<file path="src/design/bacr_pkg.sv">
package bacr_pkg;
  // byte register offsets on the expansion bus
  localparam logic [4:0] OFS_DAC_FIRST  = 5'h04;
  localparam logic [4:0] OFS_DAC_LAST   = 5'h0B;
  localparam logic [4:0] OFS_PORT_CTRL  = 5'h13;
  localparam logic [4:0] OFS_FLOAT_CTRL = 5'h14;
  localparam logic [4:0] OFS_ADC_CMD    = 5'h15;
  localparam logic [4:0] OFS_TRIG_EN    = 5'h16;
  localparam logic [4:0] OFS_PIN_CHANGE = 5'h17;
  localparam logic [4:0] OFS_DAC_REF    = 5'h18;

  // field positions
  localparam int FLOAT_SELECT_BIT  = 0;
  localparam int DAC_TRIG_BIT      = 0;
  localparam int ADC_TRIG_BIT      = 1;
  localparam int DAC_REF_BIT       = 0;
  localparam int CTRL_MODE_SET_BIT = 7;
  localparam int CTRL_GA_MODE2_BIT = 6;
  localparam int CTRL_GA_MODE1_BIT = 5;
  localparam int CTRL_PA_DIR_BIT   = 4;
  localparam int CTRL_PCH_DIR_BIT  = 3;
  localparam int CTRL_GB_MODE_BIT  = 2;
  localparam int CTRL_PB_DIR_BIT   = 1;
  localparam int CTRL_PCL_DIR_BIT  = 0;
  localparam int ADC_CMD_W         = 5;

  // reset values
  localparam logic [7:0] RST_BYTE    = 8'h00;
  localparam logic [3:0] RST_DIR_OUT = 4'h0;
  localparam logic [1:0] RST_GA_MODE = 2'h0;

  // group A mode encodings
  localparam logic [1:0] GA_MODE0 = 2'h0;
  localparam logic [1:0] GA_MODE1 = 2'h1;
  localparam logic [1:0] GA_MODE2 = 2'h2;

  // timer clock generation
  localparam int CORE_CLK_HZ = 125_000_000;
  localparam int TCLK_HZ     = 1_000_000;
  localparam int TCLK_DIV    = CORE_CLK_HZ / TCLK_HZ;
  localparam int TCLK_HALF   = TCLK_DIV / 2;
  localparam logic [6:0] TCLK_LAST = 7'(TCLK_DIV - 1);
  localparam logic [6:0] TCLK_HI   = 7'(TCLK_HALF);

  // trigger low pulse from the counter, in ns
  localparam int TRIG_PULSE_NS = 1000;
endpackage

</file>
<file path="src/design/bacr_pin_change.sv">
`timescale 1ns/1ps
module bacr_pin_change
  import bacr_pkg::*;
(
  input  wire logic       core_clk_i,
  input  wire logic       rst_i,
  input  wire logic [7:0] pins_i,
  input  wire logic       clear_i,
  output logic      [7:0] flags_o
);
  logic [7:0] sync1;
  logic [7:0] sync2;
  logic [7:0] prev;
  logic [2:0] fill;

  // two-stage synchroniser, then one stage of history
  always_ff @(posedge core_clk_i or posedge rst_i) begin
    if (rst_i) begin
      sync1 <= RST_BYTE;
      sync2 <= RST_BYTE;
      prev  <= RST_BYTE;
    end else begin
      sync1 <= pins_i;
      sync2 <= sync1;
      prev  <= sync2;
    end
  end

  // no compare until the pipe holds real pin levels, so pins idling high give no false change
  always_ff @(posedge core_clk_i or posedge rst_i) begin
    if (rst_i) begin
      fill <= '0;
    end else begin
      fill <= {fill[1:0], 1'b1};
    end
  end

  // sticky per-bit flags; a change in the clear cycle survives
  genvar g;
  generate
    for (g = 0; g < 8; g++) begin : g_bit
      always_ff @(posedge core_clk_i or posedge rst_i) begin
        if (rst_i) begin
          flags_o[g] <= 1'b0;
        end else begin
          flags_o[g] <= (flags_o[g] & ~clear_i) | ((sync2[g] ^ prev[g]) & fill[2]); // RULE_25 RULE_14
        end
      end
    end
  endgenerate
endmodule

</file>
<file path="src/design/bacr_top.sv">
`timescale 1ns/1ps
// Functional notes
// (RULE_01) bit 0 of float control enters float
// (RULE_02) float mode hides newly output port buffers
// (RULE_03) new output port glitches low; float hides
// (RULE_04) control write with bit 7 clear re-enables
// (RULE_05) software loads outputs, rewrites control masked
// (RULE_06) timed adc command keeps low five bits
// (RULE_07) command: range, polarity, three channel bits
// (RULE_08) timed conversions use the stored channel
// (RULE_09) adc trigger enable starts conversion per tick
// (RULE_10) dac trigger enable updates dacs per tick
// (RULE_11) each falling counter pulse is one trigger
// (RULE_12) software rewrites command before next tick
// (RULE_13) change flag set when port c bit changed
// (RULE_14) reading change flags clears them all
// (RULE_15) reset clears dac reference enable
// (RULE_16) software sets reference before dac output
// (RULE_17) software loads dac codes before reference
// (RULE_18) current-loop boards need reference set first
// (RULE_19) counter clocked by 1 MHz, also driven out
// (RULE_20) low gate pauses its counter; pulled high
// (RULE_21) control bit 6 selects mode 2, ignores bit 5
// (RULE_22) dac trigger enable blocks direct dac writes
// (RULE_23) control bit 7 is mode set and float
// (RULE_24) counter pulse low one microsecond is tick
// (RULE_25) port c synchronised, compared, sticky flags
module bacr_top
  import bacr_pkg::*;
(
  input  wire logic       core_clk_i,
  input  wire logic       rst_i,
  input  wire logic [4:0] bus_addr_i,
  input  wire logic [7:0] bus_wdata_i,
  input  wire logic       bus_wr_i,
  input  wire logic       bus_rd_i,
  output logic      [7:0] bus_rdata_o,
  input  wire logic [7:0] port_c_pins_i,
  input  wire logic       trigger_counter_out_i,
  input  wire logic [2:0] timer_gate_pins_i,
  output logic      [2:0] timer_gate_o,
  output logic            timer_clk_1mhz_o,
  output logic      [3:0] port_dir_out_o,
  output logic      [3:0] port_buf_en_o,
  output logic      [1:0] group_a_mode_o,
  output logic            group_b_mode_o,
  output logic            adc_start_o,
  output logic      [4:0] adc_cmd_o,
  output logic            dac_update_o,
  output logic            dac_direct_load_o,
  output logic            dac_ref_en_o
);
  // port index: 0 = C low, 1 = B, 2 = C high, 3 = A
  logic                 float_select_bit;
  logic [ADC_CMD_W-1:0] adc_cmd;
  logic                 adc_timer_trigger_enable;
  logic                 dac_timer_trigger_enable;
  logic                 dac_ref;
  logic [3:0]           dir_out;
  logic [3:0]           float_hold;
  logic [1:0]           ga_mode;
  logic                 gb_mode;
  logic [7:0]           pin_change_flag;
  logic                 trig_s1;
  logic                 trig_s2;
  logic                 trig_s3;
  logic                 trig_tick;
  logic [2:0]           gate_s1;
  logic [6:0]           tclk_cnt;
  logic                 wr_ctrl;
  logic                 rd_change;
  logic [3:0]           next_dir_out;
  logic [7:0]           next_rdata;

  // decoded strobes, shared by several processes
  function automatic logic hit(input logic [4:0] a, input logic [4:0] ofs);
    hit = (a == ofs);
  endfunction

  assign wr_ctrl   = bus_wr_i & hit(bus_addr_i, OFS_PORT_CTRL);
  assign rd_change = bus_rd_i & hit(bus_addr_i, OFS_PIN_CHANGE);

  // control byte direction bits: 0 means output
  assign next_dir_out = {~bus_wdata_i[CTRL_PA_DIR_BIT], ~bus_wdata_i[CTRL_PCH_DIR_BIT],
                         ~bus_wdata_i[CTRL_PB_DIR_BIT], ~bus_wdata_i[CTRL_PCL_DIR_BIT]};

  // float select register
  always_ff @(posedge core_clk_i or posedge rst_i) begin
    if (rst_i) begin
      float_select_bit <= 1'b0;
    end else if (bus_wr_i && hit(bus_addr_i, OFS_FLOAT_CTRL)) begin
      float_select_bit <= bus_wdata_i[FLOAT_SELECT_BIT]; // RULE_01
    end
  end

  // stored command for timer-started conversions; upper bits dropped
  always_ff @(posedge core_clk_i or posedge rst_i) begin
    if (rst_i) begin
      adc_cmd <= ADC_CMD_W'(RST_BYTE);
    end else if (bus_wr_i && hit(bus_addr_i, OFS_ADC_CMD)) begin
      adc_cmd <= bus_wdata_i[ADC_CMD_W-1:0]; // RULE_06 RULE_07
    end
  end

  // trigger enables
  always_ff @(posedge core_clk_i or posedge rst_i) begin
    if (rst_i) begin
      adc_timer_trigger_enable <= 1'b0;
      dac_timer_trigger_enable <= 1'b0;
    end else if (bus_wr_i && hit(bus_addr_i, OFS_TRIG_EN)) begin
      adc_timer_trigger_enable <= bus_wdata_i[ADC_TRIG_BIT];
      dac_timer_trigger_enable <= bus_wdata_i[DAC_TRIG_BIT];
    end
  end

  // reference enable, always off after a board reset
  always_ff @(posedge core_clk_i or posedge rst_i) begin
    if (rst_i) begin
      dac_ref <= 1'b0; // RULE_15
    end else if (bus_wr_i && hit(bus_addr_i, OFS_DAC_REF)) begin
      dac_ref <= bus_wdata_i[DAC_REF_BIT];
    end
  end

  // port control snoop: mode set with float, or plain re-enable
  always_ff @(posedge core_clk_i or posedge rst_i) begin
    if (rst_i) begin
      dir_out    <= RST_DIR_OUT;
      float_hold <= RST_DIR_OUT;
      ga_mode    <= RST_GA_MODE;
      gb_mode    <= 1'b0;
    end else if (wr_ctrl) begin
      if (bus_wdata_i[CTRL_MODE_SET_BIT]) begin // RULE_23
        dir_out <= next_dir_out;
        // only ports that turn into outputs are held off
        float_hold <= float_select_bit ? (next_dir_out & ~dir_out) : RST_DIR_OUT; // RULE_02 RULE_03
        gb_mode    <= bus_wdata_i[CTRL_GB_MODE_BIT];
        if (bus_wdata_i[CTRL_GA_MODE2_BIT]) begin
          ga_mode <= GA_MODE2; // RULE_21
        end else if (bus_wdata_i[CTRL_GA_MODE1_BIT]) begin
          ga_mode <= GA_MODE1;
        end else begin
          ga_mode <= GA_MODE0;
        end
      end else begin
        float_hold <= RST_DIR_OUT; // RULE_04
      end
    end
  end

  // buffer pins follow the port state one cycle later
  always_ff @(posedge core_clk_i or posedge rst_i) begin
    if (rst_i) begin
      port_dir_out_o <= RST_DIR_OUT;
      port_buf_en_o  <= RST_DIR_OUT;
      group_a_mode_o <= RST_GA_MODE;
      group_b_mode_o <= 1'b0;
    end else begin
      port_dir_out_o <= dir_out;
      port_buf_en_o  <= dir_out & ~float_hold; // RULE_02 RULE_04
      group_a_mode_o <= ga_mode;
      group_b_mode_o <= gb_mode;
    end
  end

  // counter output synchroniser; third stage only for edge detect
  always_ff @(posedge core_clk_i or posedge rst_i) begin
    if (rst_i) begin
      trig_s1 <= 1'b1;
      trig_s2 <= 1'b1;
      trig_s3 <= 1'b1;
    end else begin
      trig_s1 <= trigger_counter_out_i;
      trig_s2 <= trig_s1;
      trig_s3 <= trig_s2;
    end
  end

  // falling edge of the low pulse is the tick; pulse width is ample
  assign trig_tick = trig_s3 & ~trig_s2; // RULE_11 RULE_24

  // trigger actions and direct dac loads
  always_ff @(posedge core_clk_i or posedge rst_i) begin
    if (rst_i) begin
      adc_start_o       <= 1'b0;
      dac_update_o      <= 1'b0;
      dac_direct_load_o <= 1'b0;
      adc_cmd_o         <= ADC_CMD_W'(RST_BYTE);
    end else begin
      adc_start_o  <= trig_tick & adc_timer_trigger_enable; // RULE_09
      dac_update_o <= trig_tick & dac_timer_trigger_enable; // RULE_10 RULE_22
      // direct writes are held back while ticks own the update
      dac_direct_load_o <= bus_wr_i & (bus_addr_i >= OFS_DAC_FIRST) & (bus_addr_i <= OFS_DAC_LAST)
                           & ~dac_timer_trigger_enable; // RULE_22
      adc_cmd_o <= adc_cmd; // RULE_08
    end
  end

  // timer clock: 125 cycles per period, slightly asymmetric
  always_ff @(posedge core_clk_i or posedge rst_i) begin
    if (rst_i) begin
      tclk_cnt         <= 7'h00;
      timer_clk_1mhz_o <= 1'b0;
    end else begin
      tclk_cnt         <= (tclk_cnt == TCLK_LAST) ? 7'h00 : tclk_cnt + 7'h01;
      timer_clk_1mhz_o <= (tclk_cnt < TCLK_HI); // RULE_19
    end
  end

  // gate pins to the counters, open gate reads high
  always_ff @(posedge core_clk_i or posedge rst_i) begin
    if (rst_i) begin
      gate_s1      <= 3'h7;
      timer_gate_o <= 3'h7;
    end else begin
      gate_s1      <= timer_gate_pins_i;
      timer_gate_o <= gate_s1; // RULE_20
    end
  end

  bacr_pin_change u_pin_change (
    .core_clk_i (core_clk_i),
    .rst_i      (rst_i),
    .pins_i     (port_c_pins_i),
    .clear_i    (rd_change),
    .flags_o    (pin_change_flag)
  );

  // read mux; unmapped offsets belong to other blocks and read zero
  always_comb begin
    next_rdata = RST_BYTE;
    case (bus_addr_i)
      OFS_FLOAT_CTRL: next_rdata[FLOAT_SELECT_BIT] = float_select_bit;
      OFS_ADC_CMD:    next_rdata[ADC_CMD_W-1:0] = adc_cmd; // RULE_06
      OFS_TRIG_EN: begin
        next_rdata[ADC_TRIG_BIT] = adc_timer_trigger_enable;
        next_rdata[DAC_TRIG_BIT] = dac_timer_trigger_enable;
      end
      OFS_PIN_CHANGE: next_rdata = pin_change_flag; // RULE_13
      OFS_DAC_REF:    next_rdata[DAC_REF_BIT] = dac_ref;
      default:        next_rdata = RST_BYTE;
    endcase
  end

  // read data held until the next read
  always_ff @(posedge core_clk_i or posedge rst_i) begin
    if (rst_i) begin
      bus_rdata_o  <= RST_BYTE;
      dac_ref_en_o <= 1'b0;
    end else begin
      if (bus_rd_i) begin
        bus_rdata_o <= next_rdata;
      end
      dac_ref_en_o <= dac_ref; // RULE_15
    end
  end
endmodule

</file>
<file path="config.mk">
export PLATFORM = sky130hd
export DESIGN_NAME = bacr_top
export DESIGN_NICKNAME = d
export VERILOG_FILES = /design/src/design/bacr_pkg.sv /design/src/design/bacr_pin_change.sv /design/src/design/bacr_top.sv
export SDC_FILE = /design/constraint.sdc
export NUM_CORES = 1
export LEC_CHECK = 0
export BUFFER_PORTS_ARGS = -buffer_cell sky130_fd_sc_hd__buf_4
export CAP_MARGIN = 20
export CELL_PAD_IN_SITES_DETAIL_PLACEMENT = 1
export CELL_PAD_IN_SITES_GLOBAL_PLACEMENT = 2
export CORE_MARGIN = 4
export CORE_UTILIZATION = 34
export DETAILED_ROUTE_END_ITERATION = 12
export PLACE_DENSITY_LB_ADDON = 0.1
export SYNTH_ARGS = -nofsm -noshare
export SYNTH_HDL_FRONTEND = slang
export SYNTH_SLANG_ARGS = --single-unit
export TNS_END_PERCENT = 50
</file>
<file path="constraint.sdc">
create_clock -name core_clk_i -period 2.7 [get_ports core_clk_i]
set_input_delay 0.135 -clock core_clk_i [delete_from_list [all_inputs] [get_ports core_clk_i]]
set_output_delay 0.135 -clock core_clk_i [all_outputs]
set_load 0.02 [all_outputs]
</file>
Word level (Yosys, flattened, before mapping). Index checks and enable logic that the tools add are counted.

Logic and storage cells: 114. Bits of input ports: 29. Register bits after elaboration: 100. Output and inout bits: 32.

$lt $le $gt $ge: 3. Bitwise operators: 51. Mux-type cells: 9. Reduce and logical (&&, ||, !) cells: 5. Eq/ne operators: 7. Add/sub/neg operators: 1.

Operators with widths (number): equality test 5 bit, second input constant (6); bitwise AND 1 bit (24); bitwise AND 4 bit (2); two-way mux 4 bit (2); NOT 4 bit (2); OR 1 bit (8); XOR 1 bit (8); adder 7 x 1 -> 7 bit, second input constant (1); equality test 7 bit, second input constant (1); less-than comparator 7 x 6 -> 1 bit, second input constant (1); two-way mux 7 bit (1); NOT 1 bit (7); one-hot mux 3 bit (2 select lines) (1); >= comparator 5 x 3 -> 1 bit, second input constant (1); <= comparator 5 x 4 -> 1 bit, second input constant (1); one-hot mux 1 bit (5 select lines) (1); logical AND 1 bit (4); two-way mux 3 bit (1); one-hot mux 1 bit (3 select lines) (1); two-way mux 2 bit (1); AND reduction 2 bit (1); two-way mux 1 bit (1).

Depth between registers and ports, before layout. Gate-level depths: netlist of run 1.

Depth after elaboration: 5. Depth in mapped cells: 5. Mapped depth without buffers: 5.

By module. From an unflattened synthesis of run 1, not the netlist that was laid out.

Cells, all modules: 224. Area, all modules: 3459.6 sq um.

By module, submodules not included: bacr_top (area each 2427.3 sq um, seq. area each 1637.8 sq um, cells an instance 169, instances 1); bacr_pin_change (area each 1032.2 sq um, seq. area each 875.8 sq um, cells an instance 55, instances 1).

Worst setup path before layout of run 1. No wires, ideal clock.

Path kind: input to register. Start: input bus_addr_i[0]. End: register adc_cmd[1]. Setup time: 125 ps. Path buffers: 1. Stages: 4. Setup slack: 1464 ps. Arrival: 1111 ps. Required time: 2575 ps. Cells stage by stage: buf_2 inv_1 nor4_4 mux2_2.

Cells in the longest elaborated chain, start to end: 2.

RTL lines: start: declaration (RTL line bacr_top.sv:33) `input wire logic [4:0] bus_addr_i,`; equality test 5 bit (RTL line bacr_top.sv:77) `hit = (a == ofs);`; logical AND 1 bit (RTL line bacr_top.sv:100) `end else if (bus_wr_i && hit(bus_addr_i, OFS_ADC_CMD)) begin`; end signal: assignment (RTL line bacr_top.sv:99) `adc_cmd <= ADC_CMD_W'(RST_BYTE);`; end signal: assignment (RTL line bacr_top.sv:101) `adc_cmd <= bus_wdata_i[ADC_CMD_W-1:0];`; end: declaration (RTL line bacr_top.sv:55) `logic [ADC_CMD_W-1:0] adc_cmd;`.

No other way between the ends. A chain may end at the register's enable or synchronous reset.

Worst setup path after layout of run 1.
Start: input bus_addr_i[4]. End: register u_pin_change.flags_o[1].

Cells in the longest elaborated chain, start to end: 5.

RTL lines: equality test 5 bit (RTL line bacr_top.sv:77); bitwise AND 1 bit (RTL line bacr_top.sv:81) `assign rd_change = bus_rd_i & hit(bus_addr_i, OFS_PIN_CHANGE);`; NOT 1 bit (RTL line bacr_pin_change.sv:46) `flags_o[g] <= (flags_o[g] & ~clear_i) | ((sync2[g] ^ prev[g]) & fill[2]);`; bitwise AND 1 bit (RTL line bacr_pin_change.sv:46); OR 1 bit (RTL line bacr_pin_change.sv:46); end signal: indexed assignment (RTL line bacr_pin_change.sv:46); end: declaration (RTL line bacr_pin_change.sv:9) `output logic [7:0] flags_o`.

No other way between the ends.

==> reports/results.tsv, run 1 <==
metric	value	unit
status	completed	
synth_top_family_by_area	simple AND/OR/NAND/NOR gates	
n_antenna_cell	0	
die_h	109	um
ys_seq_elements	100	
avgRoutedWirePerCell	14.2	um
max_freq	0.620	GHz
synth_top_area_cell	dfrtp_1	
required	2950	ps
synth_area_leaders	dfrtp_1 (66%), dfstp_2 (6.8%), mux2_2 (3.3%)	
drt_iter0_markers	45	
cts.sinks	100	
clock_latency	360	ps
post-route-period-util	0.597	
initial_core_util	0.352	
cap_violations	0	
post_cts_buffers	0	
cts-htree-levels	3	
cts_hold_buf	20	
startpoint_type	input pin	
placementRows	36	
wl	6550	um
reg2reg_slack	1500	ps
ys_warn_count	0	
worstSetupStartpoint	bus_addr_i[4]	
gp_congestion	0.737	
rr_endpoint	tclk_cnt[4]$_DFF_PP0_	
postLayoutCoreUtil	0.452	
yosys-mux-area-fraction	0.0499	
via_per_inst	4.52	
final_nets	354	
firstDrtPassIters	3	
avgSynthCellArea	14.5	sq um
worst_clock_skew	7.79	ps
synth_compound_area_frac	0.0626	
async_flop_share	1.00	
synth-main-ff-cell	dfrtp_1	
detail-route-antenna-nets	0	
syn_nets	270	
synth_top_area_frac	0.659	
antenna_found_initial	0	
synth_fa_ha_area_frac	0.00724	
rr_startpoint	tclk_cnt[2]$_DFF_PP0_	
critPathKind	input pin to register	
hp-class	input pin to register	
synth-edff-count	0	
ys_seq_area_frac	0.727	
num_vias	2082	
drcViolationCount	0	
clkTransAtPathRegs	100	ps
netlist_area	0.00346	sq mm
crit_path_max_fanout	11	
max_slew_margin	0.656	
overflow	0	
timing.critical_path.to	u_pin_change.flags_o[1]$_DFF_PP0_	
finalSetupViolCount	0	
p_per_area	660	mW/mm^2
ir_drop	0.286	mV
cts_tree	built	
clockBufferDepth	2	
p_leak	2.06	nW
dpl.hpwl	4320	um
fp.dieW	109	um
period_needed	1610	ps
area_growth	28.5	%
fin_tns_setup	0	ps
grt_max_degree	101	
rsz0062_at_grt	false	
synthSimpleGateAreaFrac	0.0908	
io-pin-count	61	
die_area	0.0118	sq mm
io_buffers	60	
grtUsageTotal	0.121	
drive_gt1_frac	0.308	
grt_pass1_vias	2223	
root_buffer	clkbuf_8	
synth_xor_area_frac	0.0329	
final-hold-violation-count	0	
core_area	0.00982	sq mm
slew_viol_final	0	
numCtsBuffers	9	
critPathArrivalTime	1860	ps
synthCells	239	
grt_pass1_wl	10900	um
worst_pin_slew	515	ps
ys_types	39	
rr_worst_depth	3	
endpoint_kind	register	
ctsResizeCount	0	
## synth_stat cells, types with 4 or more instances
cell / count
xor2_1: 11
dfrtp_1: 91
mux2_2: 10
nor2_1: 7
dfstp_2: 9
nand3_1: 6
inv_1: 15
nand2_1: 16
nor2b_1: 5
o41ai_1: 4
o22ai_1: 7
a22o_1: 8
o21ai_1: 5
## worst min-delay path by stage
stage                                     from  slack (ps)                      to  cells after the start
after CTS                       bus_wdata_i[5]          10  ga_mode[0]$_DFFE_PP0P_                      3
after global placement    timer_gate_pins_i[2]         240    gate_s1[2]$_DFF_PP1_                      1
after global routing            bus_wdata_i[5]          50  ga_mode[0]$_DFFE_PP0P_                      3
after detailed placement  timer_gate_pins_i[2]         240    gate_s1[2]$_DFF_PP1_                      1
final                           bus_wdata_i[5]          40  ga_mode[0]$_DFFE_PP0P_                      3
after floorplan           timer_gate_pins_i[0]         140    gate_s1[0]$_DFF_PP1_                      0
## worst max-delay path: stages
cell,delay [ps]
dlygate4sd3_1,530
buf_4,140
and3b_1,270
nand4_1,420
a22o_1,370
## sequential cells by signal, indices dropped and copies added, names as in the netlist, 5 cells and up
signal and count:
u_pin_change.sync1 8, u_pin_change.sync2 8, tclk_cnt 7, bus_rdata_o 8, adc_cmd_o 5, adc_cmd 5, u_pin_change.flags_o 8, u_pin_change.prev 8
## report_power, final
group	internal, W	leakage [nW]	total, W	switching (W)
Clock	0.000374	0.0920	0.000908	0.000534
Combinational	0.000168	0.756	0.000340	0.000172
Sequential	0.00162	1.21	0.00169	0.0000649
## placed cells by master, fill, tap and decap left out, types with 2 or more instances in the layout
cell	Yosys	final
nor2_1	7	7
and3b_1	3	3
nand3_1	6	6
and3_1	3	3
a22o_1	8	8
mux2_4	2	2
nand2b_1	3	3
clkbuf_8	0	10
mux2_2	10	10
dlygate4sd3_1	0	20
ha_1	2	2
o41ai_1	4	4
xnor2_1	2	2
clkinv_4	0	2
o22ai_1	7	7
xor2_1	11	11
nand2_1	16	16
dfstp_2	9	9
buf_4	0	60
mux2i_1	3	3
clkinvlp_4	0	2
inv_1	15	14
dfrtp_1	91	91
a21oi_1	2	2
o21ai_1	5	5
o21ai_0	3	3
nor2b_1	5	5
nor4b_1	2	2
## routing by layer
layer | GRT usage | wire (um) | up-vias | share of wire
li1 | - | - | 984 | -
met1 | 0.155 | 2920 | 1042 | 0.45
met5 | 0 | 0 | - | 0
met4 | 0.0622 | 119 | 0 | 0.018
met3 | 0.0290 | 324 | 10 | 0.049
met2 | 0.192 | 3180 | 46 | 0.49
## logic make-up (layout without fill, tap and decap cells)
| logic type | count (synthesis) | after routing |
|---|---|---|
| fa+ha+maj | 2 | 2 |
| simple gates | 54 | 54 |
| compound gates | 31 | 31 |
| xor+xnor | 13 | 13 |
| mux | 15 | 15 |
| buf+inv | 23 | 112 |
| flops | 100 | 100 |
| other cells | 1 | 1 |
## stage by stage
| stage | cell area, sq um | total power (W) | setup WS (ps) | hold WS [ps] | instances |
|---|---|---|---|---|---|
| floorplan | 3460 | 0.00188 | 1380 | 139 | 239 |
| global placement | 4060 | 0.00204 | 1190 | 244 | 425 |
| detailed placement | 4060 | 0.00204 | 1160 | 244 | 425 |
| CTS | 4440 | 0.00299 | 1080 | 14.8 | 461 |
| global route | 4440 | 0.00309 | 971 | 53.1 | 461 |
| finish | 4440 | 0.00293 | 1090 | 35.8 | 461 |
## area by class of cell
type | count | area, sq um
fill | 1065 | 5380
sequential | 100 | 2510
multi-input combinational | 116 | 846
timing repair buffer | 81 | 671
tap | 133 | 166
clock buffer | 11 | 141
inverter | 15 | 60.1
clock inverter | 5 | 45.0
No activity file was read; power rests on OpenSTA's default activity.
==> run 2, diff against run 1 <==
--- a/config.mk
+++ b/config.mk
@@ -10,7 +10,7 @@
 export CELL_PAD_IN_SITES_DETAIL_PLACEMENT = 1
 export CELL_PAD_IN_SITES_GLOBAL_PLACEMENT = 2
 export CORE_MARGIN = 4
-export CORE_UTILIZATION = 34
+export CORE_UTILIZATION = 38
 export DETAILED_ROUTE_END_ITERATION = 12
 export PLACE_DENSITY_LB_ADDON = 0.1
 export SYNTH_ARGS = -nofsm -noshare
==> constraint.sdc (replaced) <==
create_clock -name core_clk_i -period 1.7 [get_ports core_clk_i]
set_input_delay 0.085 -clock core_clk_i [delete_from_list [all_inputs] [get_ports core_clk_i]]
set_output_delay 0.085 -clock core_clk_i [all_outputs]
set_load 0.02 [all_outputs]
==> reports/results.tsv, run 2 (synthesized netlist as in run 1, its figures left out) <==
metric	value	unit
num_vias	2036	
whs	74.4	ps
dpl_cell_area	0.00403	sq mm
rsz0062_at_grt	false	
drt_iter0_markers	40	
worstSetupStartpoint	bus_addr_i[4]	
period_needed	1560	ps
placed_cells	401	
critPathArrivalTime	1810	ps
io-pin-count	61	
startpoint_type	input pin	
worst_clock_skew	6.28	ps
final-hold-violation-count	0	
grt_max_degree	101	
p_switching	0.00124	W
cap_violations	0	
io_buffers	60	
critPathKind	input pin to register	
pwr-share-seq	0.542	
cts_hold_buf	23	
worst_pin_slew	512	ps
timing.critical_path.to	ga_mode[1]$_DFFE_PP0P_	
post_cts_buffers	0	
ir_drop	0.475	mV
n_antenna_cell	0	
ctsResizeCount	0	
clkTransAtPathRegs	100	ps
rr_endpoint	dac_direct_load_o$_DFF_PP0_	
finalSetupViolCount	0	
max_slew_margin	0.659	
final_nets	358	
fp.dieW	103	um
p_sw_frac	0.251	
cp_cell_sequence	dlygate4sd3_1, buf_4, nand3_2, or4b_4, mux2_4	
crit_path_max_fanout	12	
required	1950	ps
internal-power	0.00370	W
rr_startpoint	dac_timer_trigger_enable$_DFFE_PP0P_	
grt_pass1_vias	2182	
fin_tns_setup	0	ps
via_per_inst	4.63	
max_freq	0.639	GHz
slew_viol_final	0	
grt_pass1_wl	10900	um
numCtsBuffers	9	
drive_gt1_frac	0.310	
reg2reg_slack	310	ps
core_area	0.00881	sq mm
n_fill_cell	894	
fin_area	0.00449	sq mm
placementRows	34	
initial_core_util	0.393	
firstDrtPassIters	3	
drcViolationCount	0	
pwr-share-comb	0.110	
avgRoutedWirePerCell	14.4	um
cts_tree	built	
p_per_area	1100	mW/mm^2
rr_worst_depth	2	
layout_common_cells	dfrtp_1 (91), buf_4 (61), dlygate4sd3_1 (23)	
area_growth	30.0	%
p_leak	2.10	nW
p_clk_frac	0.347	
detail-route-antenna-nets	0	
dpl.hpwl	4220	um
final_common_cell	dfrtp_1	
hp-class	input pin to register	
antenna_found_initial	0	
grtUsageTotal	0.134	
gp_congestion	0.674	
clockBufferDepth	2	
endpoint_kind	register	
die_area	0.0107	sq mm
layout.cells.non_filler	440	
root_buffer	clkbuf_8	
max_stage_delay	630	ps
cts.sinks	100	
cts-htree-levels	3	
crit_slowest_cell	or4b_4	
die_h	103	um
clock_latency	360	ps
wl	6330	um
post-route-period-util	0.920	
overflow	0	
status	completed	
## run 2: cell count changes in the layout (fill, tap and decap cells not counted)
cell	before	now
buf_4	60	61
bufinv_16	0	2
clkbuf_1	1	0
clkbuf_8	10	9
clkinv_4	2	1
dlygate4sd3_1	20	23
inv_8	1	2
## run 2: routing by layer
metal  up-vias  track usage  share of wire
met5         -            0              0
met1      1001        0.182           0.47
li1        984            -              -
met4         0       0.0478          0.013
met2        44        0.203           0.47
met3         7       0.0416          0.048
## run 2: through the flow
| step | power (W) | setup slack, ps | utilization |
|---|---|---|---|
| final | 0.00494 | 136 | 0.510 |
| after global routing | 0.00521 | 122 | 0.510 |
| after CTS | 0.00504 | 158 | 0.510 |
| after detailed placement | 0.00325 | 209 | 0.458 |
| after global placement | 0.00323 | 239 | 0.458 |
| after floorplan | 0.00298 | 433 | - |
## run 2: area by class of cell
cell class	instances	area (sq um)	area share
Tap cell	108	135	0.0301
Clock buffer	9	124	0.0276
Multi-Input combinational cell	116	846	0.188
Timing Repair Buffer	85	708	0.158
Inverter	15	60.1	0.0134
Sequential cell	100	2510	0.559
Clock inverter	7	108	0.0239
## run 2: worst min-delay path by stage
stage,start,endpoint,slack (ps),cells after the start
2_1_floorplan,timer_gate_pins_i[0],gate_s1[0]$_DFF_PP1_,90,0
3_3_place_gp,timer_gate_pins_i[0],gate_s1[0]$_DFF_PP1_,190,1
3_5_place_dp,timer_gate_pins_i[0],gate_s1[0]$_DFF_PP1_,200,1
4_1_cts,bus_addr_i[1],bus_rdata_o[0]$_DFFE_PP0P_,50,2
5_1_grt,bus_addr_i[1],bus_rdata_o[0]$_DFFE_PP0P_,60,2
6_report,bus_addr_i[1],bus_rdata_o[0]$_DFFE_PP0P_,70,2
## run 2: power groups by stage
stage | combinational, W | sequential (W) | clock, W
floorplan | 0.000188 | 0.00279 | 0
global placement | 0.000507 | 0.00273 | 0
detailed placement | 0.000516 | 0.00273 | 0
CTS | 0.000559 | 0.00269 | 0.00179
global route | 0.000603 | 0.00271 | 0.00190
finish | 0.000545 | 0.00268 | 0.00172
## run 2: worst max-delay path: cells and delay by family
family,cells,cell delay (ps)
buf+inv,2,670
mux,1,330
simple gates,2,720
==> run 3, diff against run 2 <==
--- a/config.mk
+++ b/config.mk
@@ -11,6 +11,7 @@
 export CELL_PAD_IN_SITES_GLOBAL_PLACEMENT = 2
 export CORE_MARGIN = 4
 export CORE_UTILIZATION = 38
+export CTS_BUF_LIST = sky130_fd_sc_hd__clkbuf_16
 export DETAILED_ROUTE_END_ITERATION = 12
 export PLACE_DENSITY_LB_ADDON = 0.1
 export SYNTH_ARGS = -nofsm -noshare
==> reports/results.tsv, run 3 (synthesized netlist as in run 1, its figures left out) <==
metric	value	unit
numCtsBuffers	9	
status	completed	
worst_pin_slew	516	ps
period_needed	1590	ps
crit_path_max_fanout	12	
cts.sinks	100	
initial_core_util	0.393	
hp-class	input pin to register	
rr_worst_depth	3	
final_nets	355	
layout.cells.non_filler	437	
final-hold-violation-count	0	
crit_slowest_cell	or4b_4	
io-pin-count	61	
grt_max_degree	101	
fp.dieW	103	um
wl	6300	um
clkTransAtPathRegs	70	ps
die_h	103	um
use_met2	0.204	
p_switching	0.00129	W
placementRows	34	
pwr-share-seq	0.492	
pwr-share-comb	0.099	
max_stage_delay	640	ps
drt_iter0_markers	52	
grtUsageTotal	0.132	
finalPower	0.00545	W
n_fill_cell	889	
use_met3	0.0335	
critical_path_buf_inv_count	2	
required	1920	ps
firstDrtPassIters	3	
layout_common_cells	dfrtp_1 (91), buf_4 (61), dlygate4sd3_1 (20)	
slew_viol_final	0	
crit_cells	5	
grt_pass1_vias	2191	
cap_violations	0	
finalSetupViolCount	0	
drcViolationCount	0	
cp_cell_sequence	dlygate4sd3_1, buf_4, nand3_2, or4b_4, mux2_4	
max_freq	0.627	GHz
internal-power	0.00416	W
p_per_area	1190	mW/mm^2
critPathArrivalTime	1820	ps
num_vias	2045	
die_area	0.0107	sq mm
io_buffers	60	
worst_clock_skew	3.88	ps
post-route-period-util	0.938	
rsz0062_at_grt	false	
clockBufferDepth	2	
area_growth	32.1	%
final_common_cell	dfrtp_1	
clock_latency	330	ps
antenna_found_initial	0	
dpl.hpwl	4220	um
cts-htree-levels	3	
root_buffer	clkbuf_16	
fin_tns_setup	0	ps
grt_pass1_wl	10800	um
n_antenna_cell	0	
grt-busiest-layer	met2	
via_per_inst	4.68	
core_area	0.00881	sq mm
detail-route-antenna-nets	0	
placed_cells	401	
avgRoutedWirePerCell	14.4	um
gp_congestion	0.674	
whs_path_depth	3	
p_clk_frac	0.408	
startpoint_type	input pin	
p_sw_frac	0.236	
max_slew_margin	0.656	
p_leak	2.13	nW
cts_tree	built	
grtUsageMet1	0.181	
cpLargestDelayFamily	simple AND/OR/NAND/NOR gates	
ir_drop	0.464	mV
endpoint_kind	register	
overflow	0	
critPathKind	input pin to register	
drive_gt1_frac	0.313	
run 3: cell count changes in the layout (fill, tap and decap cells not counted), sizes merged:
| cell | before | now |
|---|---|---|
| dlygate4sd3 | 23 | 20 |
run 3: worst min-delay path: stages:
cell      delay [ps]
buf_4            110
nand2b_1          80
o21ai_1           60
run 3: what timing repair did:
item | CTS | global route
buffers inserted | 0 | 0
hold endpoints to repair | 115 | 0
resized for setup | 0 | 0
hold buffers | 20 | 0
run 3: final timing paths:
check	slack, ps	startpoint	to
min	30	bus_wdata_i[5]	ga_mode[0]$_DFFE_PP0P_
max in group asynchronous	840	rst_i	gate_s1[1]$_DFF_PP1_
min reg2reg	350	u_pin_change.sync1[0]$_DFF_PP0_	u_pin_change.sync2[0]$_DFF_PP0_
max	110	bus_addr_i[4]	ga_mode[1]$_DFFE_PP0P_
max reg2reg	500	tclk_cnt[2]$_DFF_PP0_	tclk_cnt[2]$_DFF_PP0_
min in group asynchronous	460	rst_i	tclk_cnt[2]$_DFF_PP0_
run 3: metal layers:
layer | wire [um] | vias to the layer above | share of wire
met5 | 0 | - | 0
met4 | 89 | 0 | 0.014
met3 | 305 | 9 | 0.048
met2 | 2960 | 43 | 0.47
met1 | 2940 | 1010 | 0.47
li1 | - | 983 | -
run 3: area by class of cell:
type | instances | area, sq um | area share
flip-flops and latches | 100 | 2510 | 0.551
multi-input cells | 116 | 846 | 0.185
repair buffers | 82 | 678 | 0.149
well taps | 108 | 135 | 0.0296
clock buffers | 9 | 225 | 0.0493
inverters | 15 | 60.1 | 0.0132
clock inverters | 7 | 108 | 0.0236
run 3: metrics by stage:
stage | hold slack, ps | setup WS (ps) | util | cell area [sq um]
final | 34.9 | 105 | 0.518 | 4570
after floorplan | 89.5 | 433 | - | 3460
after global routing | 45.0 | 71.7 | 0.518 | 4570
after CTS | 31.9 | 115 | 0.518 | 4570
after detailed placement | 195 | 209 | 0.458 | 4030
after global placement | 193 | 239 | 0.458 | 4030
run 3: power by group through the flow:
stage / clock, W / combinational [W] / sequential, W
global placement: 0 / 0.000507 / 0.00273
detailed placement: 0 / 0.000516 / 0.00273
global route: 0.00241 / 0.000598 / 0.00271
CTS: 0.00230 / 0.000554 / 0.00269
floorplan: 0 / 0.000188 / 0.00279
finish: 0.00222 / 0.000541 / 0.00268
